File: src/rtl/bwv_pkg.sv
package bwv_pkg;

  // Size of the tracked block map.
  localparam int unsigned NBLK = 64;
  localparam int unsigned IDXW = 6;

  // Opcodes of the handled commands.
  localparam logic [7:0] OPC_WR = 8'h01;
  localparam logic [7:0] OPC_RD = 8'h02;
  localparam logic [7:0] OPC_WU = 8'h04;
  localparam logic [7:0] OPC_WZ = 8'h08;

  // Status code types and codes.
  localparam logic [2:0] SCT_GEN     = 3'h0;
  localparam logic [2:0] SCT_CS      = 3'h1;
  localparam logic [2:0] SCT_MEDIA   = 3'h2;
  localparam logic [7:0] SC_OK       = 8'h00;
  localparam logic [7:0] SC_BAD_OPC  = 8'h01;
  localparam logic [7:0] SC_RANGE    = 8'h80;
  localparam logic [7:0] SC_CONFLICT = 8'h80;
  localparam logic [7:0] SC_BAD_PI   = 8'h81;
  localparam logic [7:0] SC_RO       = 8'h82;
  localparam logic [7:0] SC_URE      = 8'h81;

  // Register byte offsets.
  localparam logic [7:0] A_CTRL   = 8'h00;
  localparam logic [7:0] A_CMD    = 8'h04;
  localparam logic [7:0] A_DW10   = 8'h08;
  localparam logic [7:0] A_DW11   = 8'h0c;
  localparam logic [7:0] A_DW12   = 8'h10;
  localparam logic [7:0] A_DW13   = 8'h14;
  localparam logic [7:0] A_DW14   = 8'h18;
  localparam logic [7:0] A_DW15   = 8'h1c;
  localparam logic [7:0] A_ROFST  = 8'h20;
  localparam logic [7:0] A_ROLST  = 8'h24;
  localparam logic [7:0] A_CPL    = 8'h28;
  localparam logic [7:0] A_CPLCID = 8'h2c;

  // Field positions.
  localparam int unsigned CTRL_GO   = 0;
  localparam int unsigned CTRL_PIF  = 1;
  localparam int unsigned CTRL_ROEN = 2;
  localparam int unsigned CMD_CID   = 16;
  localparam int unsigned CPL_SCT   = 8;
  localparam int unsigned CPL_RDZ   = 12;
  localparam int unsigned CPL_VALID = 16;
  localparam int unsigned CPL_BUSY  = 17;
  localparam int unsigned LR_BIT    = 31;
  localparam int unsigned FUA_BIT   = 30;
  localparam int unsigned PRA_MSB   = 29;
  localparam int unsigned PRA_LSB   = 26;
  localparam int unsigned NLB_MSB   = 15;
  localparam int unsigned TAG_LSB   = 16;
  localparam int unsigned AF_MSB    = 3;
  localparam logic [3:0]  AF_MAX    = 4'h6;
  localparam int unsigned MAP_INV   = 0;
  localparam int unsigned MAP_ZERO  = 1;

  typedef enum logic [1:0] {BWV_IDLE, BWV_WALK, BWV_FLUSH, BWV_DONE} bwv_state_t;

endpackage

File: src/rtl/bwv_blkmap.sv
`timescale 1ns/1ps
`default_nettype none
module bwv_blkmap
(
  // Clock and reset.
  input  wire logic                    mclk,
  input  wire logic                    srst,
  // Write port.
  input  wire logic                    we,
  input  wire logic [bwv_pkg::IDXW-1:0] waddr,
  input  wire logic [1:0]              wdata,
  // Read port.
  input  wire logic [bwv_pkg::IDXW-1:0] raddr,
  output logic [1:0]                   rdata
);
  import bwv_pkg::*;

  logic [1:0] mem [NBLK];

  // Reset clears every marker so no block starts invalid or known-zero.
  always_ff @(posedge mclk)
  begin
    if (srst)
    begin
      for (int i = 0; i < NBLK; i++)
      begin
        mem[i] <= 2'h0;
      end
    end
    else if (we)
    begin
      mem[waddr] <= wdata;
    end
  end

  // Read is combinational so the walker sees an entry in its own cycle.
  assign rdata = mem[raddr];

endmodule // bwv_blkmap
`default_nettype wire

File: src/rtl/bwv_top.sv
// Behaviour
// - Every finished Write or Write Zeroes posts a completion with its status.
// - Write reports 80h conflict, 81h bad protection, 82h read-only range.
// - Write Zeroes reports command-specific 81h and 82h only, never 80h conflict; out of range gives generic 80h.
// - Reading a block marked invalid fails with Unrecovered Read Error.
// - A later write to a block clears its invalid mark.
// - First block address is dword 11 high half, dword 10 low half.
// - Write Uncorrectable dword 12 bits 15:0 hold zero-based block count.
// - After Write Zeroes, reads of its range return zeroes until rewritten.
// - Dword 12 bit 31 asks for limited retry effort.
// - Dword 12 bit 30 forces media commit before completion of Write and Write Zeroes.
// - Dword 12 bits 29:26 select protection action; 25:16 reserved.
// - Write Zeroes count is zero-based: value n covers n+1 blocks.
// - Dword 14 reference tag used only with protection formatting.
// - Dword 15 tag mask and value used only with protection formatting.
// - Finished Write Uncorrectable posts a completion with its status.
`timescale 1ns/1ps
`default_nettype none
module bwv_top
(
  // Clock and reset.
  input  wire logic        mclk,
  input  wire logic        srst,
  // APB slave.
  input  wire logic        psel,
  input  wire logic        penable,
  input  wire logic        pwrite,
  input  wire logic [7:0]  paddr,
  input  wire logic [31:0] pwdata,
  output logic [31:0]      prdata,
  output logic             pready,
  output logic             pslverr,
  // Media back end.
  output logic             media_flush_req,
  input  wire logic        media_flush_ack,
  output logic             retry_limit,
  // Protection settings.
  output logic [3:0]       prot_action,
  output logic [31:0]      initial_reference_tag,
  output logic [15:0]      app_tag_mask,
  output logic [15:0]      app_tag_value,
  // Completion.
  output logic             cpl_post,
  output logic             cpl_valid,
  output logic             busy
);
  import bwv_pkg::*;

  typedef struct packed {
    bwv_state_t      st;
    logic            pi_fmt;
    logic            ro_en;
    logic [7:0]      opc;
    logic [15:0]     cid;
    logic [31:0]     dw10;
    logic [31:0]     dw11;
    logic [31:0]     dw12;
    logic [31:0]     dw13;
    logic [31:0]     dw14;
    logic [31:0]     dw15;
    logic [IDXW-1:0] ro_first;
    logic [IDXW-1:0] ro_last;
    logic [IDXW-1:0] cur;
    logic [15:0]     left;
    logic            bad;
    logic            nz;
    logic [2:0]      sct;
    logic [7:0]      sc;
    logic            rdz;
    logic            cvalid;
    logic [15:0]     ccid;
    logic            post;
    logic            flush;
  } bwv_regs_t;

  localparam bwv_regs_t RST = '0;

  // Zero-based block count of a command's dword 12.
  function automatic logic [15:0] nlb_of(input logic [31:0] dw);
    nlb_of = dw[NLB_MSB:0];
  endfunction

  bwv_regs_t       s_r;
  bwv_regs_t       s_nxt;
  logic [63:0]     first_block_address;
  logic [15:0]     block_count_minus_one;
  logic [16:0]     last_idx;
  logic            in_range;
  logic            ro_hit;
  logic            is_wr;
  logic            wr_acc;
  logic            go;
  logic            map_we;
  logic [1:0]      map_wd;
  logic [1:0]      map_rd;
  logic            limited_retry_flag;
  logic            force_media_commit;
  logic [3:0]      protection_action_field;

  assign first_block_address = {s_r.dw11, s_r.dw10};
  assign block_count_minus_one = nlb_of(s_r.dw12);
  assign limited_retry_flag = s_r.dw12[LR_BIT];
  assign force_media_commit = s_r.dw12[FUA_BIT];
  assign protection_action_field = s_r.dw12[PRA_MSB:PRA_LSB];

  // last block index covers n+1 blocks.
  assign last_idx = 17'(first_block_address[IDXW-1:0]) + 17'(block_count_minus_one);
  assign in_range = (first_block_address[63:IDXW] == '0) && (last_idx < 17'(NBLK));
  assign ro_hit   = s_r.ro_en && !((last_idx < 17'(s_r.ro_first))
                    || (first_block_address[IDXW-1:0] > s_r.ro_last));
  assign is_wr    = (s_r.opc == OPC_WR) || (s_r.opc == OPC_WZ);

  // The slave never waits, so every access completes in its access cycle.
  assign wr_acc = psel && penable && pwrite;
  assign go     = wr_acc && (paddr == A_CTRL) && pwdata[CTRL_GO] && (s_r.st == BWV_IDLE);

  bwv_blkmap u_map (
    .mclk  (mclk),
    .srst  (srst),
    .we    (map_we),
    .waddr (s_r.cur),
    .wdata (map_wd),
    .raddr (s_r.cur),
    .rdata (map_rd)
  );

  // Command fields are frozen while busy, so a write mid-command cannot corrupt it.
  always_comb
  begin
    s_nxt  = s_r;
    s_nxt.post = 1'b0;
    map_we = 1'b0;
    map_wd = 2'h0;
    if (wr_acc && (s_r.st == BWV_IDLE))
    begin
      if (paddr == A_CTRL)
      begin
        s_nxt.pi_fmt = pwdata[CTRL_PIF];
        s_nxt.ro_en  = pwdata[CTRL_ROEN];
      end
      else if (paddr == A_CMD)
      begin
        s_nxt.opc = pwdata[7:0];
        s_nxt.cid = pwdata[31:CMD_CID];
      end
      else if (paddr == A_DW10) s_nxt.dw10 = pwdata;
      else if (paddr == A_DW11) s_nxt.dw11 = pwdata;
      else if (paddr == A_DW12) s_nxt.dw12 = pwdata;
      else if (paddr == A_DW13) s_nxt.dw13 = pwdata;
      else if (paddr == A_DW14) s_nxt.dw14 = pwdata;
      else if (paddr == A_DW15) s_nxt.dw15 = pwdata;
      else if (paddr == A_ROFST) s_nxt.ro_first = pwdata[IDXW-1:0];
      else if (paddr == A_ROLST) s_nxt.ro_last = pwdata[IDXW-1:0];
    end
    // Software clears the completion flag; a post in the same cycle wins below.
    if (wr_acc && (paddr == A_CPL) && pwdata[CPL_VALID])
    begin
      s_nxt.cvalid = 1'b0;
    end
    case (s_r.st)
      BWV_IDLE:
      begin
        if (go)
        begin
          s_nxt.cur  = first_block_address[IDXW-1:0];
          s_nxt.left = block_count_minus_one;
          s_nxt.bad  = 1'b0;
          s_nxt.nz   = 1'b0;
          s_nxt.rdz  = 1'b0;
          s_nxt.sct  = SCT_GEN;
          s_nxt.sc   = SC_OK;
          s_nxt.st   = BWV_DONE;
          if (!is_wr && (s_r.opc != OPC_RD) && (s_r.opc != OPC_WU))
          begin
            s_nxt.sc = SC_BAD_OPC;
          end
          else if (!in_range)
          begin
            s_nxt.sc = SC_RANGE;
          end
          else if ((s_r.opc == OPC_WR) && (s_r.dw13[AF_MSB:0] > AF_MAX))
          begin
            s_nxt.sct = SCT_CS;
            s_nxt.sc  = SC_CONFLICT;
          end
          else if (is_wr && (protection_action_field != 4'h0) && !s_r.pi_fmt)
          begin
            s_nxt.sct = SCT_CS;
            s_nxt.sc  = SC_BAD_PI;
          end
          else if (is_wr && ro_hit)
          begin
            s_nxt.sct = SCT_CS;
            s_nxt.sc  = SC_RO;
          end
          else
          begin
            s_nxt.st = BWV_WALK;
          end
        end
      end
      BWV_WALK:
      begin
        if (s_r.opc == OPC_RD)
        begin
          s_nxt.bad = s_r.bad | map_rd[MAP_INV];
          s_nxt.nz  = s_r.nz | !map_rd[MAP_ZERO];
        end
        else
        begin
          map_we = 1'b1;
          if (s_r.opc == OPC_WU)
          begin
            map_wd = 2'(1 << MAP_INV);
          end
          else if (s_r.opc == OPC_WZ)
          begin
            map_wd = 2'(1 << MAP_ZERO);
          end
          else
          begin
            map_wd = 2'h0;
          end
        end
        if (s_r.left == 16'h0)
        begin
          if (s_r.opc == OPC_RD)
          begin
            s_nxt.rdz = !(s_r.nz | !map_rd[MAP_ZERO]);
            if (s_r.bad | map_rd[MAP_INV])
            begin
              s_nxt.sct = SCT_MEDIA;
              s_nxt.sc  = SC_URE;
            end
          end
          if (is_wr && force_media_commit)
          begin
            s_nxt.flush = 1'b1;
            s_nxt.st    = BWV_FLUSH;
          end
          else
          begin
            s_nxt.st = BWV_DONE;
          end
        end
        else
        begin
          s_nxt.left = s_r.left - 16'h1;
          s_nxt.cur  = s_r.cur + IDXW'(1);
        end
      end
      BWV_FLUSH:
      begin
        if (media_flush_ack)
        begin
          s_nxt.flush = 1'b0;
          s_nxt.st    = BWV_DONE;
        end
      end
      BWV_DONE:
      begin
        s_nxt.cvalid = 1'b1;
        s_nxt.ccid   = s_r.cid;
        s_nxt.post   = 1'b1;
        s_nxt.st     = BWV_IDLE;
      end
      default:
      begin
        s_nxt.st = BWV_IDLE;
      end
    endcase
  end

  // All control state sits in one registered struct.
  always_ff @(posedge mclk)
  begin
    if (srst)
    begin
      s_r <= RST;
    end
    else
    begin
      s_r <= s_nxt;
    end
  end

  // Register read mux; unmapped addresses answer with an error and zero data.
  always_comb
  begin
    prdata  = 32'h0;
    pslverr = 1'b0;
    if (paddr == A_CTRL) prdata = 32'({s_r.ro_en, s_r.pi_fmt, 1'b0});
    else if (paddr == A_CMD) prdata = {s_r.cid, 8'h0, s_r.opc};
    else if (paddr == A_DW10) prdata = s_r.dw10;
    else if (paddr == A_DW11) prdata = s_r.dw11;
    else if (paddr == A_DW12) prdata = s_r.dw12;
    else if (paddr == A_DW13) prdata = s_r.dw13;
    else if (paddr == A_DW14) prdata = s_r.dw14;
    else if (paddr == A_DW15) prdata = s_r.dw15;
    else if (paddr == A_ROFST) prdata = 32'(s_r.ro_first);
    else if (paddr == A_ROLST) prdata = 32'(s_r.ro_last);
    else if (paddr == A_CPL)
    begin
      prdata[7:0]                 = s_r.sc;
      prdata[CPL_SCT+2:CPL_SCT]   = s_r.sct;
      prdata[CPL_RDZ]             = s_r.rdz;
      prdata[CPL_VALID]           = s_r.cvalid;
      prdata[CPL_BUSY]            = (s_r.st != BWV_IDLE);
    end
    else if (paddr == A_CPLCID) prdata = 32'(s_r.ccid);
    else pslverr = psel && penable;
  end

  assign pready          = 1'b1;
  assign media_flush_req = s_r.flush;
  assign retry_limit     = (s_r.st != BWV_IDLE) && limited_retry_flag;
  assign prot_action           = s_r.pi_fmt ? protection_action_field : 4'h0;
  assign initial_reference_tag = s_r.pi_fmt ? s_r.dw14 : 32'h0;
  assign app_tag_mask          = s_r.pi_fmt ? s_r.dw15[31:TAG_LSB] : 16'h0;
  assign app_tag_value         = s_r.pi_fmt ? s_r.dw15[TAG_LSB-1:0] : 16'h0;
  assign cpl_post  = s_r.post;
  assign cpl_valid = s_r.cvalid;
  assign busy      = (s_r.st != BWV_IDLE);

  // Helper: cycles spent walking the current range.
  logic [16:0] walk_cnt_r;
  always_ff @(posedge mclk)
  begin
    if (srst || (s_r.st != BWV_WALK)) walk_cnt_r <= 17'h0;
    else walk_cnt_r <= walk_cnt_r + 17'h1;
  end

  property p_done_posts;
    @(posedge mclk) disable iff (srst) (s_r.st == BWV_DONE) |=> (cpl_post && cpl_valid);
  endproperty
  a_done_posts: assert property (p_done_posts)
    else $error("Completion not posted after done.");

  property p_ro_status;
    @(posedge mclk) disable iff (srst)
      (cpl_post && s_r.sct == SCT_CS && s_r.sc == SC_RO) |-> is_wr;
  endproperty
  a_ro_status: assert property (p_ro_status)
    else $error("Read-only status on a non-write command.");

  property p_wz_no_conflict;
    @(posedge mclk) disable iff (srst)
      (cpl_post && s_r.opc == OPC_WZ) |-> !(s_r.sct == SCT_CS && s_r.sc == SC_CONFLICT);
  endproperty
  a_wz_no_conflict: assert property (p_wz_no_conflict)
    else $error("Write Zeroes returned conflict status.");

  property p_read_invalid;
    @(posedge mclk) disable iff (srst)
      (s_r.st == BWV_WALK && s_r.opc == OPC_RD && map_rd[MAP_INV])
      |-> ##[1:300] (cpl_post && s_r.sct == SCT_MEDIA && s_r.sc == SC_URE);
  endproperty
  a_read_invalid: assert property (p_read_invalid)
    else $error("Invalid block read did not fail.");

  property p_write_clears;
    @(posedge mclk) disable iff (srst)
      (map_we && s_r.opc != OPC_WU) |=> !$past(map_wd[MAP_INV]);
  endproperty
  a_write_clears: assert property (p_write_clears)
    else $error("Write left a block marked invalid.");

  property p_walk_len;
    @(posedge mclk) disable iff (srst)
      (s_r.st == BWV_WALK && s_nxt.st != BWV_WALK)
      |-> (walk_cnt_r == 17'(nlb_of(s_r.dw12)));
  endproperty
  a_walk_len: assert property (p_walk_len)
    else $error("Walk length differs from block count plus one.");

  property p_flush_hold;
    @(posedge mclk) disable iff (srst)
      (media_flush_req && !media_flush_ack) |=> (media_flush_req && !cpl_post);
  endproperty
  a_flush_hold: assert property (p_flush_hold)
    else $error("Completion before media commit.");

  property p_tags_gated;
    @(posedge mclk) disable iff (srst)
      !s_r.pi_fmt |-> (initial_reference_tag == 32'h0 && app_tag_mask == 16'h0
                       && app_tag_value == 16'h0 && prot_action == 4'h0);
  endproperty
  a_tags_gated: assert property (p_tags_gated)
    else $error("Tags driven without protection formatting.");

  property p_retry;
    @(posedge mclk) disable iff (srst)
      (busy && s_r.dw12[LR_BIT]) |-> retry_limit;
  endproperty
  a_retry: assert property (p_retry)
    else $error("Limited retry not signalled.");

endmodule // bwv_top
`default_nettype wire

File: config.mk
export PLATFORM = sky130hd
export DESIGN_NAME = bwv_top
export DESIGN_NICKNAME = d
export VERILOG_FILES = /design/src/rtl/bwv_pkg.sv /design/src/rtl/bwv_blkmap.sv /design/src/rtl/bwv_top.sv
export SDC_FILE = /design/constraint.sdc
export NUM_CORES = 1
export LEC_CHECK = 0
export BUFFER_PORTS_ARGS = -buffer_cell sky130_fd_sc_hd__buf_2
export CORE_ASPECT_RATIO = 1.75
export CORE_MARGIN = 5
export CORE_UTILIZATION = 40
export DETAILED_ROUTE_END_ITERATION = 12
export PLACE_DENSITY = 0.59
export SLEW_MARGIN = 20
export SYNTH_ARGS = -nofsm -noshare
export SYNTH_HDL_FRONTEND = slang
export SYNTH_SLANG_ARGS = --single-unit
File: constraint.sdc
create_clock -name mclk -period 8.05 [get_ports mclk]
set_input_delay 0.805 -clock mclk [delete_from_list [all_inputs] [get_ports mclk]]
set_output_delay 0.805 -clock mclk [all_outputs]
set_load 0.02 [all_outputs]
# Word level (Yosys, flattened, before mapping)

Memory sizes are Yosys's and may differ from the RTL's. A register that Yosys moved wholly into a read port is not among the register bits.
Cells that the tools add are included.

Flip-flop bits (word level): 287
Latch bits: 0
Bits in writable memories: 128
Memory bits (read-only): 0
Bits of input ports: 46
Word-level logic and storage cells: 200
Memories kept: 1

$add $sub $neg: 3
Multiply operators: 0
Divide/modulo/power cells: 0
Magnitude comparators: 4
Eq/ne operators: 27
Shifts and indexed selects: 0
Multiplexer cells: 79
Bitwise operators: 11
Reductions and logical operators: 51

Memory list:

| name      | words | width | read ports | clocked after memory_dff | wr ports | RTL line         | source |
|---|---|---|---|---|---|---|---|
| u_map.mem | 64    | 2     | 1          | 1                        | 64       | bwv_blkmap.sv:18 | `logic [1:0] mem [NBLK];` |

Operator list:

| kind                  | number |
|---|---|
| $mux 32               | 11 |
| $pmux 36 s2           | 1 |
| $logic_not 58->1      | 1 |
| $mux 16               | 3 |
| $mux 36               | 1 |
| $eq 8x5->1 const B    | 4 |
| $eq 8x6->1 const B    | 4 |
| $mux 2                | 15 |
| $mux 1                | 29 |
| $mux 9                | 3 |
| $eq 8x4->1 const B    | 3 |
| $mux 12               | 2 |
| $mux 11               | 2 |
| $mux 22               | 1 |
| $logic_and 1x1->1     | 18 |
| $mux 18               | 1 |
| $mux 6                | 3 |
| $add 6x16->17         | 1 |
| $lt 17x6->1           | 1 |
| $lt 17x7->1 const B   | 1 |
| $eq 8x3->1 const B    | 2 |
| $logic_not 16->1      | 1 |
| $mux 8                | 2 |
| $sub 16x1->16 const B | 1 |
| other kinds (34)      | 64 |

# Logic depth before layout (Yosys ltp)

Depth in word-level cells: 15
Depth in mapped cells: 13
Gate-level depth less buffers: 13

# Cells and area by module

Synthesis repeated with hierarchy kept, for this count alone.

Cell total of the unflattened synthesis: 2362
Area, all modules: 20514.7 µm²

Modules (own cells, without submodules):

| module     | times used | cells an instance | area each (µm²) | seq. area each (µm²) |
|---|---|---|---|---|
| bwv_top    | 1          | 1871              | 13958.4         | 5625.4 |
| bwv_blkmap | 1          | 491               | 6556.3          | 3843.7 |

# Least setup slack after synthesis

No wires, ideal clock.

Path kind: input port to output port
From: in paddr[7]
To: out prdata[3]
Arrival: 2831 ps
Required time: 7245 ps
Slack: 4414 ps
Cell stages on the path: 9
Path buffers: 2
Cell sequence: or4b_1 clkbuf_1 or2_2 clkbuf_1 nand2_1 a221oi_1 o311ai_0 nand2_1 a32oi_1

Word-level cells in the longest chain between the ends: 13
Elaborated cells on any way between the ends: 24
Those cells by class: eq/ne: 11; mux: 12; reduce/logical: 1

RTL lines:

| item            | RTL line       | source |
|---|---|---|
| start, declared | bwv_top.sv:28  | `input wire logic [7:0] paddr,` |
| $eq 8x6->1      | bwv_top.sv:310 | `else if (paddr == A_CPLCID) prdata = 32'(s_r.ccid);` |
| $mux 16         | bwv_top.sv:310 |  |
| $mux 11         | bwv_top.sv:302 | `else if (paddr == A_CPL)` |
| $mux 32         | bwv_top.sv:301 | `else if (paddr == A_ROLST) prdata = 32'(s_r.ro_last);` |
| $mux 32         | bwv_top.sv:300 | `else if (paddr == A_ROFST) prdata = 32'(s_r.ro_first);` |
| $mux 32         | bwv_top.sv:299 | `else if (paddr == A_DW15) prdata = s_r.dw15;` |
| $mux 32         | bwv_top.sv:298 | `else if (paddr == A_DW14) prdata = s_r.dw14;` |
| $mux 32         | bwv_top.sv:297 | `else if (paddr == A_DW13) prdata = s_r.dw13;` |
| $mux 32         | bwv_top.sv:296 | `else if (paddr == A_DW12) prdata = s_r.dw12;` |
| $mux 32         | bwv_top.sv:295 | `else if (paddr == A_DW11) prdata = s_r.dw11;` |
| $mux 32         | bwv_top.sv:294 | `else if (paddr == A_DW10) prdata = s_r.dw10;` |
| $mux 32         | bwv_top.sv:293 | `else if (paddr == A_CMD) prdata = {s_r.cid, 8'h0, s_r.opc};` |
| $mux 32 *       | bwv_top.sv:292 | `if (paddr == A_CTRL) prdata = 32'({s_r.ro_en, s_r.pi_fmt, 1'b0});` |
| end, declared   | bwv_top.sv:30  | `output logic [31:0] prdata,` |

Mark *: on every way between the ends. The rest lies on a longest branch, timed or not.

# Worst setup path after layout

From: in paddr[2]
To: out prdata[4]

Same word-level chain as after synthesis.

==> results.py <==
metrics = {
    "outcome": {
        "status": "complete, no violations",
    },
    "die": {
        "fp.dieW_um": 181,
        "ios": 153,
        "fp.dieH_um": 308,
        "rows": 109,
        "coreArea_um2": 50500,
        "start_util": 0.404,
        "dieArea_um2": 55700,
    },
    "min_path": {
        "timing.hold.worst.start": "s_r[140]",
        "holdCritPathClass": "reg -> reg",
        "whs_path_depth": 2,
        "hold_end": "s_r[140]",
    },
    "timing": {
        "max_slew_margin": 0.209,
        "fin_setup_tns_ns": 0,
        "fin_crit_sh": 0.619,
        "whs_ns": 0.454,
        "worstMarginPinSlew_ns": 1.17,
        "fin_ws_ns": 3.07,
        "finalHoldViolCount": 0,
        "fin_crit_ns": 4.98,
        "slew_viol_final": 0,
        "setup_viol": 0,
        "rsz0062_at_grt": "no",
        "skew_ns": 0.0309,
        "fmax_mhz": 201,
    },
    "layout": {
        "fin_cells": 3106,
        "stdcell_area_um2": 22900,
        "drive_gt1_frac": 0.140,
        "num-nets-final": 2476,
        "area_growth_syn_to_layout_pct": 12.3,
    },
    "routing": {
        "wire_per_inst_um": 26.4,
        "drc": 0,
        "viasPerCell": 5.93,
        "dr.pass1.iters": 6,
        "wirelength_um": 82000,
        "drt_iter0_drc": 1485,
        "final_antenna_net_count": 0,
        "vias": 18400,
    },
    "critical_path": {
        "cpMostUsedCell": "buf_2",
        "critPathMaxStageDelay_ns": 0.96,
        "slowest_stage": "o311ai_0",
        "crit_fanout": 31,
        "critPathRequiredTime_ns": 7.24,
        "worstSetupStartpointType": "input port",
        "worstPathCellList": "buf_2, clkinv_1, nor3_2, buf_4, a221oi_1, o311ai_0, nand2_1, a32oi_1, buf_2",
        "crit_path_end_kind": "output pin",
        "crit_type": "in -> out",
        "rrSetupSlack_ns": 4.81,
        "cp.arrival_ns": 4.18,
        "worst_r2r_path_depth": 10,
        "r2r-end": "s_r[53]",
        "timing.rr.start": "s_r[285]",
    },
    "grt": {
        "grt_overflow": 0,
        "grtUsageMet3": 0.0404,
        "antenna_found_initial": 2,
        "top_usage_layer": "met2",
        "grtUsageMet1": 0.277,
        "grtUsageTotal": 0.285,
        "grt_pass1_vias": 18200,
        "grt_first_pass_wirelength_um": 119000,
        "grt_max_degree": 91,
        "use_met2": 0.516,
    },
    "power_and_ir_drop": {
        "ir_worst_vdd_uv": 226,
        "p_per_area_nw_per_um2": 202,
        "leakagePower_nw": 7.93,
    },
    "clock_tree": {
        "clock_path_buffers": 3,
        "cts.repair.resized": 0,
        "cts_hold_buf": 0,
        "clock-root-buffer": "clkbuf_16",
        "cts_setup_buffers": 0,
        "htreeDepth": 2,
        "numCtsBuffers": 42,
        "cts_tree": "yes",
        "cts.sinks": 415,
        "clkTransAtPathRegs_ns": 0.06,
        "clock_latency_ns": 0.57,
    },
    "synth": {
        "netlist_area_um2": 20400,
        "yosysSeqAreaShare": 0.471,
        "yosysMostFrequentCell": "nand2_1",
        "synthTopCellsByCount": "nand2_1 (517), dfxtp_1 (287), a21oi_1 (282)",
        "yosysWarnings": 0,
        "synth.top_cell.area_share": 0.282,
        "avgSynthCellArea_um2": 8.59,
        "synthCells": 2370,
        "ys_seq_elements": 415,
        "synthArstFlopShare": 0,
        "netlist-cell-type-count": 73,
        "syn_nets": 2440,
        "synth_edf_count": 128,
        "ys_top_cells_by_area": "dfxtp_1 (28%), edfxtp_1 (19%), nand2_1 (9.5%)",
        "synth.largest_area_cell": "dfxtp_1",
        "synth_ff_type": "dfxtp_1",
    },
    "place": {
        "pre_cts_ws_ns": 3.21,
        "placed_area_um2": 21500,
        "place.gp.congestion": 0.999,
        "dp_cells": 3028,
        "dp_hpwl_um": 60700,
        "io_buffers": 151,
    },
    "job": {
        "drv_cap": 0,
    },
}
## power breakdown
part	switching, mW	internal (mW)	total, mW
Sequential	0.0236	2.19	2.22
Combinational	0.305	0.128	0.433
Clock	0.866	1.11	1.97
Total	1.19	3.43	4.62
## per-stage QoR
step                      power [mW]  utilization
after detailed placement        2.69        0.426
after global placement          2.68        0.426
final                           4.62        0.453
after global routing            4.77        0.453
after CTS                       4.65        0.453
after floorplan                 2.52            -
## worst max-delay path: cells and delay by family
| kind | cells | cell delay, ns |
|---|---|---|
| compound gates | 3 | 1.31 |
| buf+inv | 4 | 1.62 |
| simple gates | 2 | 0.42 |
## state kept, by name (all words and copies together) (netlist names), named ones only
| name | flops |
|---|---|
| media_flush_req | 1 |
| cpl_valid | 1 |
| block_count_minus_one | 16 |
| limited_retry_flag | 1 |
| u_map.mem | 128 |
| first_block_address | 64 |
| cpl_post | 1 |
| force_media_commit | 1 |
| s_r | 192 |
| protection_action_field | 4 |
## worst max path at each step
stage / start / end / depth (start not counted)
after detailed placement: paddr[2] / prdata[4] / 9
final: paddr[2] / prdata[4] / 9
after floorplan: paddr[7] / prdata[3] / 9
after global routing: paddr[7] / prdata[31] / 8
after CTS: paddr[2] / prdata[4] / 9
after global placement: paddr[7] / prdata[4] / 9
## per-layer routing
metal / wire length [um] / vias up
li1: - / 8415
met1: 26600 / 8960
met2: 41600 / 760
met3: 4250 / 286
met4: 9590 / 2
met5: 13 / -
## cell type report
type / instances / area (um2)
fill: 5007 / 27600
inverter: 29 / 109
tap: 666 / 833
clock inverter: 22 / 190
sequential: 415 / 9590
multi-input combinational: 1734 / 9950
antenna: 2 / 5.00
timing repair buffer: 184 / 1010
clock buffer: 54 / 1180
## logic make-up after synthesis
kind of cell | Yosys count | share of synthesized area
muxes | 96 | 0.0684
DFF | 415 | 0.471
AOI/OAI and AO/OA | 554 | 0.170
buffers and inverters | 221 | 0.0429
other | 1 | 0.000184
xor gates and xnor gates | 7 | 0.00301
and+or+nand+nor | 1052 | 0.229
adders and majority gates | 24 | 0.0151
## layout by cell type (no fill, tap or decap), drive strengths merged, types with 11 or more instances in the layout
cell type	n
o21bai	47
a21o	20
clkinv	15
nand2b	16
nor3	39
edfxtp	128
nand3	43
buf	184
ha	23
dfxtp	287
mux2	15
a221oi	25
a21oi	282
clkbuf	54
mux4	33
nor4	33
mux2i	48
inv	30
a211oi	14
and3	11
a22oi	21
or2	11
nand2	517
o21ai	45
a221o	15
and2	75
nor2	247
Power figures use the tool's default switching activity.
